### src/srtc_pkg.sv
package srtc_pkg;
    localparam int unsigned ADR_W = 10;
    localparam logic [9:0] OFS_CFG = 10'h000;
    localparam logic [9:0] OFS_IEN_CLR = 10'h004;
    localparam logic [9:0] OFS_IEN_SET = 10'h008;
    localparam logic [9:0] OFS_IRQ_FLAG = 10'h00C;
    localparam logic [9:0] OFS_STATUS = 10'h010;
    localparam logic [9:0] OFS_KEY = 10'h014;
    localparam logic [9:0] OFS_PERM = 10'h018;
    localparam logic [9:0] OFS_RAM = 10'h100;
    localparam int unsigned RAM_WORDS = 64;
    localparam int unsigned RAM_AW = 6;
    localparam logic [5:0] RAM_LAST = 6'h3F;
    localparam int unsigned MEM_W = 36;
    localparam int unsigned PAR_LSB = 32;
    localparam int unsigned IRQ_W = 2;
    localparam int unsigned IRQ_REM = 0;
    localparam int unsigned IRQ_ERR = 1;
    localparam int unsigned CFG_TAMP = 0;
    localparam int unsigned CFG_REM = 1;
    localparam logic [1:0] CFG_RST = 2'h3;
    localparam logic [1:0] SYNC_CNT = 2'h2;
    localparam int unsigned ST_INV = 0;
    localparam int unsigned ST_REM = 1;
    localparam int unsigned ST_CFG = 2;

    typedef enum logic [2:0] {
        SRTC_IDLE, SRTC_RD, SRTC_ERASE, SRTC_REM_RD, SRTC_REM_WR
    } srtc_fsm_e;

    typedef struct packed {
        logic cyc;
        logic stb;
        logic we;
        logic [9:0] adr;
        logic [3:0] sel;
        logic [31:0] dat;
        logic secure;
        logic debug;
    } srtc_wb_req_s;

    typedef struct packed {
        logic ack;
        logic err;
        logic [31:0] dat;
    } srtc_wb_rsp_s;

    typedef struct packed {
        logic [1:0] meta;
        logic [1:0] q;
    } srtc_sync_s;

    typedef struct packed {
        srtc_fsm_e fsm;
        srtc_wb_rsp_s rsp;
        logic [IRQ_W-1:0] irq_flag;
        logic [IRQ_W-1:0] irq_en;
        logic irq;
        logic acc_err;
        logic clk_req;
        logic [31:0] key;
        logic [31:0] perm;
        logic [1:0] cfg;
        logic [1:0] cfg_pend;
        logic [1:0] cfg_cnt;
        logic inv;
        logic [5:0] idx;
        logic tamp_q;
        logic rem_q;
        logic tamp_pend;
        logic rem_pend;
    } srtc_state_s;
endpackage

### src/srtc_sync.sv
`timescale 1ns/1ps
`default_nettype none
module srtc_sync
    import srtc_pkg::*;
(
    input wire logic clk_i,
    input wire logic rst_i,
    input wire logic [1:0] d_i,
    output var logic [1:0] q_o
);
    srtc_sync_s s;
    srtc_sync_s next_s;

    always_comb begin
        next_s.meta = d_i;
        next_s.q = s.meta;
    end

    always_ff @(posedge clk_i) begin
        if (rst_i) begin
            s <= '0;
        end else begin
            s <= next_s;
        end
    end

    assign q_o = s.q;
endmodule
`default_nettype wire

### src/srtc_mem.sv
`timescale 1ns/1ps
`default_nettype none
module srtc_mem
    import srtc_pkg::*;
(
    input wire logic clk_i,
    input wire logic we_i,
    input wire logic [3:0] be_i,
    input wire logic [RAM_AW-1:0] addr_i,
    input wire logic [MEM_W-1:0] wdata_i,
    output var logic [MEM_W-1:0] rdata_o
);
    // each lane holds one data byte and its parity bit
    logic [MEM_W-1:0] mem [RAM_WORDS];

    always_ff @(posedge clk_i) begin
        for (int i = 0; i < 4; i++) begin
            if (we_i && be_i[i]) begin
                mem[addr_i][8*i +: 8] <= wdata_i[8*i +: 8];
                mem[addr_i][PAR_LSB+i] <= wdata_i[PAR_LSB+i];
            end
        end
        rdata_o <= mem[addr_i];
    end
endmodule
`default_nettype wire

### src/srtc_core.sv
`timescale 1ns/1ps
`default_nettype none
module srtc_core
    import srtc_pkg::*;
(
    input wire logic clk_i,
    input wire logic rst_i,
    input wire srtc_wb_req_s wb_req_i,
    output var srtc_wb_rsp_s wb_rsp_o,
    input wire logic secure_attr_i,
    input wire logic wprot_i,
    input wire logic tamper_evt_i,
    input wire logic remanence_evt_i,
    output var logic irq_o,
    output var logic acc_err_o,
    output var logic clk_req_o
);
    srtc_state_s s;
    srtc_state_s next_s;
    logic [1:0] evt_s;
    logic tamp_s;
    logic rem_s;
    logic tamp_ev;
    logic rem_ev;
    logic req;
    logic [9:0] adr_w;
    logic [31:0] sd;
    logic [IRQ_W-1:0] flag_set;
    logic [IRQ_W-1:0] flag_clr;
    logic mem_we;
    logic [3:0] mem_be;
    logic [RAM_AW-1:0] mem_addr;
    logic [MEM_W-1:0] mem_wdata;
    logic [MEM_W-1:0] mem_q;

    function automatic logic [31:0] wmerge(input logic [31:0] old, input logic [31:0] d,
                                           input logic [3:0] sel);
        logic [31:0] r;
        r = old;
        for (int i = 0; i < 4; i++) begin
            if (sel[i]) begin
                r[8*i +: 8] = d[8*i +: 8];
            end
        end
        return r;
    endfunction

    // scrambling is its own inverse, so one function serves both directions
    function automatic logic [31:0] scr(input logic [31:0] d, input logic [31:0] key,
                                        input logic [31:0] perm, input logic inv);
        return d ^ key ^ perm ^ {32{inv}};
    endfunction

    function automatic logic [3:0] par4(input logic [31:0] d);
        logic [3:0] p;
        for (int i = 0; i < 4; i++) begin
            p[i] = ^d[8*i +: 8];
        end
        return p;
    endfunction

    function automatic logic is_ram(input logic [9:0] a);
        return a[9:8] == OFS_RAM[9:8];
    endfunction

    function automatic logic is_exempt(input logic [9:0] a);
        return is_ram(a) || a == OFS_IRQ_FLAG || a == OFS_KEY || a == OFS_PERM;
    endfunction

    // event lines come straight from the counter, outside this clock
    srtc_sync u_sync (
        .clk_i(clk_i),
        .rst_i(rst_i),
        .d_i({remanence_evt_i, tamper_evt_i}),
        .q_o(evt_s)
    );

    srtc_mem u_mem (
        .clk_i(clk_i),
        .we_i(mem_we),
        .be_i(mem_be),
        .addr_i(mem_addr),
        .wdata_i(mem_wdata),
        .rdata_o(mem_q)
    );

    assign tamp_s = evt_s[0];
    assign rem_s = evt_s[1];
    assign adr_w = {wb_req_i.adr[9:2], 2'b00};
    assign sd = scr(wb_req_i.dat, s.key, s.perm, s.inv);

    always_comb begin
        next_s = s;
        next_s.rsp = '0;
        next_s.acc_err = 1'b0;
        flag_set = '0;
        flag_clr = '0;
        mem_we = 1'b0;
        mem_be = 4'h0;
        mem_addr = s.idx;
        mem_wdata = '0;
        tamp_ev = tamp_s & ~s.tamp_q & s.cfg[CFG_TAMP];
        rem_ev = rem_s & ~s.rem_q & s.cfg[CFG_REM];
        next_s.tamp_q = tamp_s;
        next_s.rem_q = rem_s;
        next_s.tamp_pend = s.tamp_pend | tamp_ev;
        next_s.rem_pend = s.rem_pend | rem_ev;
        req = wb_req_i.cyc & wb_req_i.stb & ~s.rsp.ack & ~s.rsp.err;
        if (s.cfg_cnt != 2'h0) begin
            next_s.cfg_cnt = s.cfg_cnt - 2'h1;
            if (s.cfg_cnt == 2'h1) begin
                next_s.cfg = s.cfg_pend;
            end
        end
        if (s.tamp_pend && s.fsm != SRTC_ERASE && s.fsm != SRTC_RD) begin
            // erase wins over bus and aborts the remanence walk
            next_s.fsm = SRTC_ERASE;
            next_s.idx = '0;
            next_s.key = '0;
            next_s.tamp_pend = tamp_ev;
        end else begin
            unique case (s.fsm)
                SRTC_IDLE: begin
                    if (req) begin
                        if (secure_attr_i && !wb_req_i.secure) begin
                            next_s.rsp.ack = 1'b1;
                            next_s.acc_err = 1'b1;
                        end else if (wb_req_i.we && wprot_i && !wb_req_i.debug
                                     && !is_exempt(adr_w)) begin
                            next_s.rsp.err = 1'b1;
                            next_s.acc_err = 1'b1;
                        end else if (is_ram(adr_w)) begin
                            mem_addr = adr_w[7:2];
                            if (wb_req_i.we) begin
                                mem_we = 1'b1;
                                mem_be = wb_req_i.sel;
                                mem_wdata = {par4(sd), sd};
                                next_s.rsp.ack = 1'b1;
                            end else begin
                                next_s.fsm = SRTC_RD;
                            end
                        end else begin
                            next_s.rsp.ack = 1'b1;
                            case (adr_w)
                                OFS_CFG: begin
                                    next_s.rsp.dat = {30'h0, s.cfg};
                                    if (wb_req_i.we) begin
                                        next_s.cfg_pend = wb_req_i.sel[0] ?
                                            wb_req_i.dat[1:0] : s.cfg_pend;
                                        next_s.cfg_cnt = SYNC_CNT;
                                    end
                                end
                                OFS_IEN_CLR: begin
                                    next_s.rsp.dat = {30'h0, s.irq_en};
                                    if (wb_req_i.we && wb_req_i.sel[0]) begin
                                        next_s.irq_en = s.irq_en & ~wb_req_i.dat[1:0];
                                    end
                                end
                                OFS_IEN_SET: begin
                                    next_s.rsp.dat = {30'h0, s.irq_en};
                                    if (wb_req_i.we && wb_req_i.sel[0]) begin
                                        next_s.irq_en = s.irq_en | wb_req_i.dat[1:0];
                                    end
                                end
                                OFS_IRQ_FLAG: begin
                                    next_s.rsp.dat = {30'h0, s.irq_flag};
                                    if (wb_req_i.we && wb_req_i.sel[0]) begin
                                        flag_clr = wb_req_i.dat[1:0];
                                    end
                                end
                                OFS_STATUS: begin
                                    next_s.rsp.dat[ST_INV] = s.inv;
                                    next_s.rsp.dat[ST_REM] = s.rem_pend;
                                    next_s.rsp.dat[ST_CFG] = s.cfg_cnt != 2'h0;
                                end
                                OFS_KEY: begin
                                    // the key never reads back
                                    if (wb_req_i.we) begin
                                        next_s.key = wmerge(s.key, wb_req_i.dat, wb_req_i.sel);
                                    end
                                end
                                OFS_PERM: begin
                                    next_s.rsp.dat = s.perm;
                                    if (wb_req_i.we) begin
                                        next_s.perm = wmerge(s.perm, wb_req_i.dat, wb_req_i.sel);
                                    end
                                end
                                default: begin
                                    next_s.rsp.ack = 1'b0;
                                    next_s.rsp.err = 1'b1;
                                end
                            endcase
                        end
                    end else if (s.rem_pend) begin
                        next_s.fsm = SRTC_REM_RD;
                        next_s.idx = '0;
                        next_s.rem_pend = rem_ev;
                    end
                end
                SRTC_RD: begin
                    next_s.fsm = SRTC_IDLE;
                    next_s.rsp.ack = 1'b1;
                    next_s.rsp.dat = scr(mem_q[31:0], s.key, s.perm, s.inv);
                    if (par4(mem_q[31:0]) != mem_q[MEM_W-1:PAR_LSB]) begin
                        flag_set[IRQ_ERR] = 1'b1;
                    end
                end
                SRTC_ERASE: begin
                    mem_we = 1'b1;
                    mem_be = 4'hF;
                    next_s.key = '0;
                    next_s.idx = s.idx + 6'h1;
                    if (req) begin
                        if (wb_req_i.we && adr_w == OFS_KEY) begin
                            next_s.rsp.ack = 1'b1;
                        end else begin
                            next_s.rsp.err = 1'b1;
                        end
                    end
                    if (s.idx == RAM_LAST) begin
                        next_s.fsm = SRTC_IDLE;
                        next_s.inv = 1'b0;
                    end
                end
                SRTC_REM_RD: begin
                    next_s.fsm = SRTC_REM_WR;
                end
                SRTC_REM_WR: begin
                    // invert data only; eight flips keep byte parity
                    mem_we = 1'b1;
                    mem_be = 4'hF;
                    mem_wdata = {mem_q[MEM_W-1:PAR_LSB], ~mem_q[31:0]};
                    next_s.idx = s.idx + 6'h1;
                    next_s.fsm = SRTC_REM_RD;
                    if (s.idx == RAM_LAST) begin
                        next_s.fsm = SRTC_IDLE;
                        next_s.inv = ~s.inv;
                        flag_set[IRQ_REM] = 1'b1;
                    end
                end
            endcase
        end
        next_s.irq_flag = (s.irq_flag & ~flag_clr) | flag_set;
        next_s.irq = |(next_s.irq_flag & next_s.irq_en);
        next_s.clk_req = next_s.fsm != SRTC_IDLE || next_s.tamp_pend || next_s.rem_pend
                         || next_s.cfg_cnt != 2'h0;
    end

    always_ff @(posedge clk_i) begin
        if (rst_i) begin
            s <= '0;
            s.cfg <= CFG_RST;
        end else begin
            s <= next_s;
        end
    end

    assign wb_rsp_o = s.rsp;
    assign irq_o = s.irq;
    assign acc_err_o = s.acc_err;
    assign clk_req_o = s.clk_req;

    logic idle_req;
    logic ok_req;
    assign idle_req = s.fsm == SRTC_IDLE && !s.tamp_pend && req;
    assign ok_req = idle_req && !(secure_attr_i && !wb_req_i.secure);
endmodule
`default_nettype wire

### config.mk
export PLATFORM = sky130hd
export DESIGN_NAME = srtc_core
export DESIGN_NICKNAME = d
export VERILOG_FILES = /design/src/srtc_pkg.sv /design/src/srtc_sync.sv /design/src/srtc_mem.sv /design/src/srtc_core.sv
export SDC_FILE = /design/constraint.sdc
export NUM_CORES = 2
export LEC_CHECK = 0
export BUFFER_PORTS_ARGS = -buffer_cell sky130_fd_sc_hd__buf_2
export CORE_MARGIN = 3
export CORE_UTILIZATION = 40
export CTS_CLUSTER_DIAMETER = 120
export DETAILED_ROUTE_END_ITERATION = 10
export HOLD_SLACK_MARGIN = 0.1
export PLACE_DENSITY = 0.52
export SLEW_MARGIN = 40
export SYNTH_ARGS = -nofsm -noshare
export SYNTH_HDL_FRONTEND = slang
export SYNTH_SLANG_ARGS = --single-unit
export TNS_END_PERCENT = 100
### constraint.sdc
create_clock -name clk_i -period 13.38 [get_ports clk_i]
set_input_delay 1.338 -clock clk_i [delete_from_list [all_inputs] [get_ports clk_i]]
set_output_delay 1.338 -clock clk_i [all_outputs]
set_load 0.05 [all_outputs]
Word level (Yosys, flattened, before mapping):

Memory sizes are Yosys's and may differ from the RTL's. A register that Yosys moved wholly into a read port is not among the register bits.
Cells that the tools add are included.

* logic and storage cells: 272
* input bits: 57
* register bits: 129
* memories: 1
* RAM bits: 2304

Memories
* u_mem.mem: depth 64, bits a word 36, read ports 1, clocked after memory_dff 1, write ports 1, line srtc_mem.sv:14 `logic [MEM_W-1:0] mem [RAM_WORDS];`

* bitwise gates (word level): 34
* reduce and logical (&&, ||, !) cells: 55
* eq/ne operators: 30
* $add $sub $neg: 2
* mux-type cells: 122

Operators by type and width (count)
* $mux 64: 4
* $mux 36: 6
* $xor 32x32->32: 6
* $mux 32: 5
* $pmux 32 s2: 2
* $pmux 36 s2: 1
* $mux 33: 2
* $mux 8: 8
* $reduce_xor 8->1: 8
* $mux 2: 28
* $mux 6: 8
* $reduce_and 9->1: 5
* $mux 34: 1
* $mux 1: 32
* $not 32->32: 1
* $reduce_and 8->1: 4
* $pmux 3 s5: 2
* $mux 29: 1
* $mux 4: 7
* $ne 2x2->1 const B: 14
* $eq 8x3->1 const B: 3
* $mux 3: 8
* $eq 8x2->1 const B: 2
* $logic_and 1x1->1: 12
* other kinds (34): 73

Logic depth before layout (Yosys ltp):

* depth after elaboration: 16
* depth in mapped cells: 12

Hierarchy:

From an unflattened synthesis, not the netlist that was laid out.

* cells, all modules: 6094
* area total of the unflattened synthesis: 97792.5 um^2

Modules (own cells, without submodules)
* srtc_mem: area an instance 89763.6 um^2, cells an instance 5109, seq. area each 69907.0 um^2, instances 1
* srtc_core: area an instance 7923.8 um^2, cells an instance 977, seq. area each 2502.4 um^2, instances 1
* srtc_sync: area an instance 105.1 um^2, cells an instance 8, seq. area each 80.1 um^2, instances 1

Worst setup path before layout:

No wires, ideal clock.

* path kind: input-to-reg
* start: in wb_req_i[49] in the netlist's numbering
* end: mem u_mem.mem[0][12] (data pin)
* slack: 8.270 ns
* buffers on the path: 2
* cell stages on the path: 8
* data required time: 12.881 ns
* arrival time: 4.610 ns
* setup time: 0.499 ns
* path through: nor4bb_1 -> nand2_1 -> nor2_1 -> and3_1 -> clkbuf_1 -> buf_1 -> a21oi_1 -> nor2_1

* word-level cells in the longest chain between the ends: 6

Ends and longest elaborated chain
* start: declaration: line srtc_core.sv:8 `input wire srtc_wb_req_s wb_req_i,`
* $and 1x1->1 (3 in series): line srtc_core.sv:108 `req = wb_req_i.cyc & wb_req_i.stb & ~s.rsp.ack & ~s.rsp.err;`
* $mux 36: line srtc_core.sv:124 `if (req) begin`
* $pmux 36 s2: line srtc_core.sv:122 `unique case (s.fsm)`
* $mux 36: line srtc_core.sv:115 `if (s.tamp_pend && s.fsm != SRTC_ERASE && s.fsm != SRTC_RD) begin`
* via mem_wdata[12]: line srtc_core.sv:33 `logic [MEM_W-1:0] mem_wdata;`
* end: declaration: line srtc_mem.sv:14

The timed path passes the listed nets, and every way through them passes these cells.

Final worst setup path:

* start: reg s[124] in the netlist's numbering
* end: reg u_mem.rdata_o[31] (read register of u_mem.mem)

* word-level cells in the longest chain between the ends: 4
* elaborated cells on any way between the ends: 7

Ends and longest elaborated chain
* start: declaration: line srtc_core.sv:18 `srtc_state_s s;`
* start signal: assignment: line srtc_core.sv:254 `s <= next_s;`
* $ne 3x2->1: line srtc_core.sv:115
* $logic_and 1x1->1 (2 in series): line srtc_core.sv:115
* $mux 6 *: line srtc_core.sv:115
* end: declaration: line srtc_mem.sv:11 `output var logic [MEM_W-1:0] rdata_o`

Mark *: on every way between the ends. The rest lies on a longest branch, timed or not.
A chain may end at the register's enable or synchronous reset.

==> flow_summary.toml <==
[run_status]
outcome = "complete, no violations"

[layout]
finalInstanceArea_um2 = 107200
fill_cells = 19700
fin_util_pct = 46.53
drive_gt1_share_pct = 15.39
final_nets = 5929
area_growth_pct = 15.43

[yosys]
synth_area_um2 = 92850
synth.distinct_cells = 62
ys_ff_latch = 2469
synth_edf_count = 2304
async_flop_share_pct = 0
synth_cells = 5595
synth_area_per_cell_um2 = 16.60
synth_ff_type = "edfxtp_1"
yosysWarnings = 0
synth_nets = 5653
ys_seq_area_share_pct = 78.07

[floorplanning]
start_util_pct = 40.31
core_um2 = 230300
die_h_um = 487.8
rows = 176
die_w_um = 487.8
dieArea_um2 = 237900
ios = 94

[routing]
drtAntennaViolNets = 0
viasPerCell = 5.878
dr.first_iter.drc_count = 5583
wl_mm = 254.6
dr.pass1.iters = 8
avgRoutedWirePerCell_um = 28.04
route.detailed.drc = 0
num_vias = 53360

[critical_path]
worstPathRequired_ns = 14.21
cp-end-kind = "register"
start_kind = "register"
r2r_slack_ns = 7.59
worstSetupPathType = "register to register"
r2r_cells = 13
cp_data_arrival_time_ns = 6.62
crit_fanout = 107

[timing]
post-route-period-util_pct = 43.25
period_needed_ns = 5.786
slew_headroom_pct = 40.78
slew_viol_final = 0
max_slew.worst_pin.slew_ns = 0.8802
final-setup-viol-count = 0
hold_viol = 0
rsz0062_at_grt = "false"
finalSetupTns_ns = 0
max_freq_ghz = 0.1728
skew_ns = 0.04153

[global_routing]
track_usage_pct = 20.99
gr-usage-met2_pct = 32.76
use_met3_pct = 3.682
grt_pass1_wl_mm = 367.6
antenna_found_initial = 5
grt_pass1_vias = 51930
grt_max_degree = 124
gr-max-usage-layer = "met2"
overflow = 0
met1_usage_pct = 30.49

[pwr]
switching_share_pct = 20.65
switching_power_w = 0.003294
p_comb_share_pct = 3.3
peakVddDrop_mv = 0.1456
internal_power_w = 0.01266
p_leak_nw = 36.68
power_density_nw_per_um2 = 148.9
clkPwrFrac_pct = 44.0
seq_power_share_pct = 52.6

[place]
gp_congestion = 0.8025
dpl-instance-area_um2 = 98740
dpl.hpwl_mm = 143.8
io_buffers = 91

[clocking]
cts.sinks = 2469
cts_tree = "done"
cts_root_buf = "clkbuf_16"
cts_resized = 0
cts_setup_buffers = 0
numCtsBuffers = 276
clockBufferDepth = 4
holdBufCountCts = 0
clock_latency_ns = 0.90
clk_pin_slew_ns = 0.06
htree_levels = 5

[hold_path]
hp-class = "register to register"
whs_path_depth = 2

[job]
maxCapViolCount = 0
[cell families (layout without fill, tap and decap cells)]
logic type      after synthesis  after routing  share of synthesized area (%)
compound gates             1579           1579                          13.16
xor+xnor                    191            191                          1.802
fa+ha+maj                     1              1                        0.01347
buf+inv                     453            907                          2.118
flops                      2469           2469                          78.07
mux                          45             45                         0.4999
other cells                   0              4                              0
simple gates                857            857                          4.332
[cells in the mapped netlist (all sizes together) (128+ instances only)]
| master | count | area, um2 |
|---|---|---|
| a22oi | 342 | 2567 |
| a22o | 366 | 3206 |
| dfxtp | 165 | 3303 |
| a31oi | 261 | 1633 |
| clkbuf | 272 | 1021 |
| nand2 | 204 | 765.7 |
| a21oi | 137 | 685.7 |
| a221oi | 211 | 1948 |
| nor3 | 265 | 1326 |
| a222oi | 128 | 1281 |
| nor2 | 204 | 778.2 |
| xnor2 | 150 | 1314 |
| edfxtp | 2304 | 69190 |
| buf | 177 | 930.9 |
[through the flow]
stage | setup WS, ns | hold WS (ns) | total power [W] | std cells
detailed placement | 6.816 | 0.4376 | 0.009087 | 8614
floorplan | 8.270 | 0.4138 | 0.008844 | 5595
global route | 7.383 | 0.4691 | 0.01644 | 9076
global placement | 6.843 | 0.4423 | 0.009079 | 8612
CTS | 7.664 | 0.4508 | 0.01610 | 9070
finish | 7.594 | 0.4495 | 0.01595 | 9079
[critical path, cell delays in order, from the launching register on]
cell and delay, ns:
dfxtp_1 0.56, or4_4 0.68, nor4_4 0.14, buf_4 0.37, mux2i_1 0.23, nor2_4 0.15
buf_12 0.39, buf_4 0.58, buf_4 0.61, buf_4 0.69, a22oi_1 0.20, a31oi_1 0.58
nor4_1 0.12, nand2_1 0.08
[area by class of cell]
type	count	area [um2]	area share, %
well taps	3026	3786	3.533
repair buffers	447	3334	3.111
inverters	4	15.01	0.01401
multi-input cells	2673	19330	18.03
flip-flops and latches	2469	72490	67.64
clock buffers	370	7495	6.993
clock inverters	86	715.7	0.6678
diodes	4	10.01	0.009340
[cell usage in the layout (no fill, tap or decap), types with 59 or more instances in the layout]
cell and count:
clkbuf_16 285, nor3_1 229, a211oi_1 59, nor2_1 163, a31oi_1 261, clkbuf_1 80
edfxtp_1 2304, a221oi_1 195, buf_4 330, a21oi_1 134, nor4_1 60, dfxtp_1 164
a22o_1 366, nand2_1 188, a222oi_1 128, buf_2 91, a22oi_1 342, xnor2_1 150
[routing by layer]
| metal | share of wire, % | vias up |
|---|---|---|
| li1 | - | 23560 |
| met1 | 44 | 27420 |
| met2 | 46 | 2064 |
| met3 | 7.2 | 320 |
| met4 | 2.2 | 0 |
| met5 | 0 | - |
[power by group through the flow]
stage / Sequential, W / Clock [W] / Combinational [W]
after detailed placement: 0.00856 / 0 / 0.000528
after global routing: 0.00839 / 0.00748 / 0.000567
after CTS: 0.00840 / 0.00717 / 0.000529
after floorplan: 0.00854 / 0 / 0.000304
final: 0.00840 / 0.00703 / 0.000531
after global placement: 0.00856 / 0 / 0.000521
[worst paths after layout]
| kind | endpoint | start |
|---|---|---|
| worst max-delay path | u_mem.rdata_o[31] | s[124] |
| worst min-delay path | s[14] | s[14] |
| worst max register to register | u_mem.rdata_o[31] | s[124] |
| worst min register to register | s[14] | s[14] |
[flip-flops by register name, summed over array words and instances (netlist names)]
name,flops
clk_req_o,1
irq_o,1
u_mem.mem,2304
wb_rsp_o,34
u_sync.q_o,2
acc_err_o,1
u_sync.next_s,2
s,88
u_mem.rdata_o,36
(Power assumes the default switching activity.)
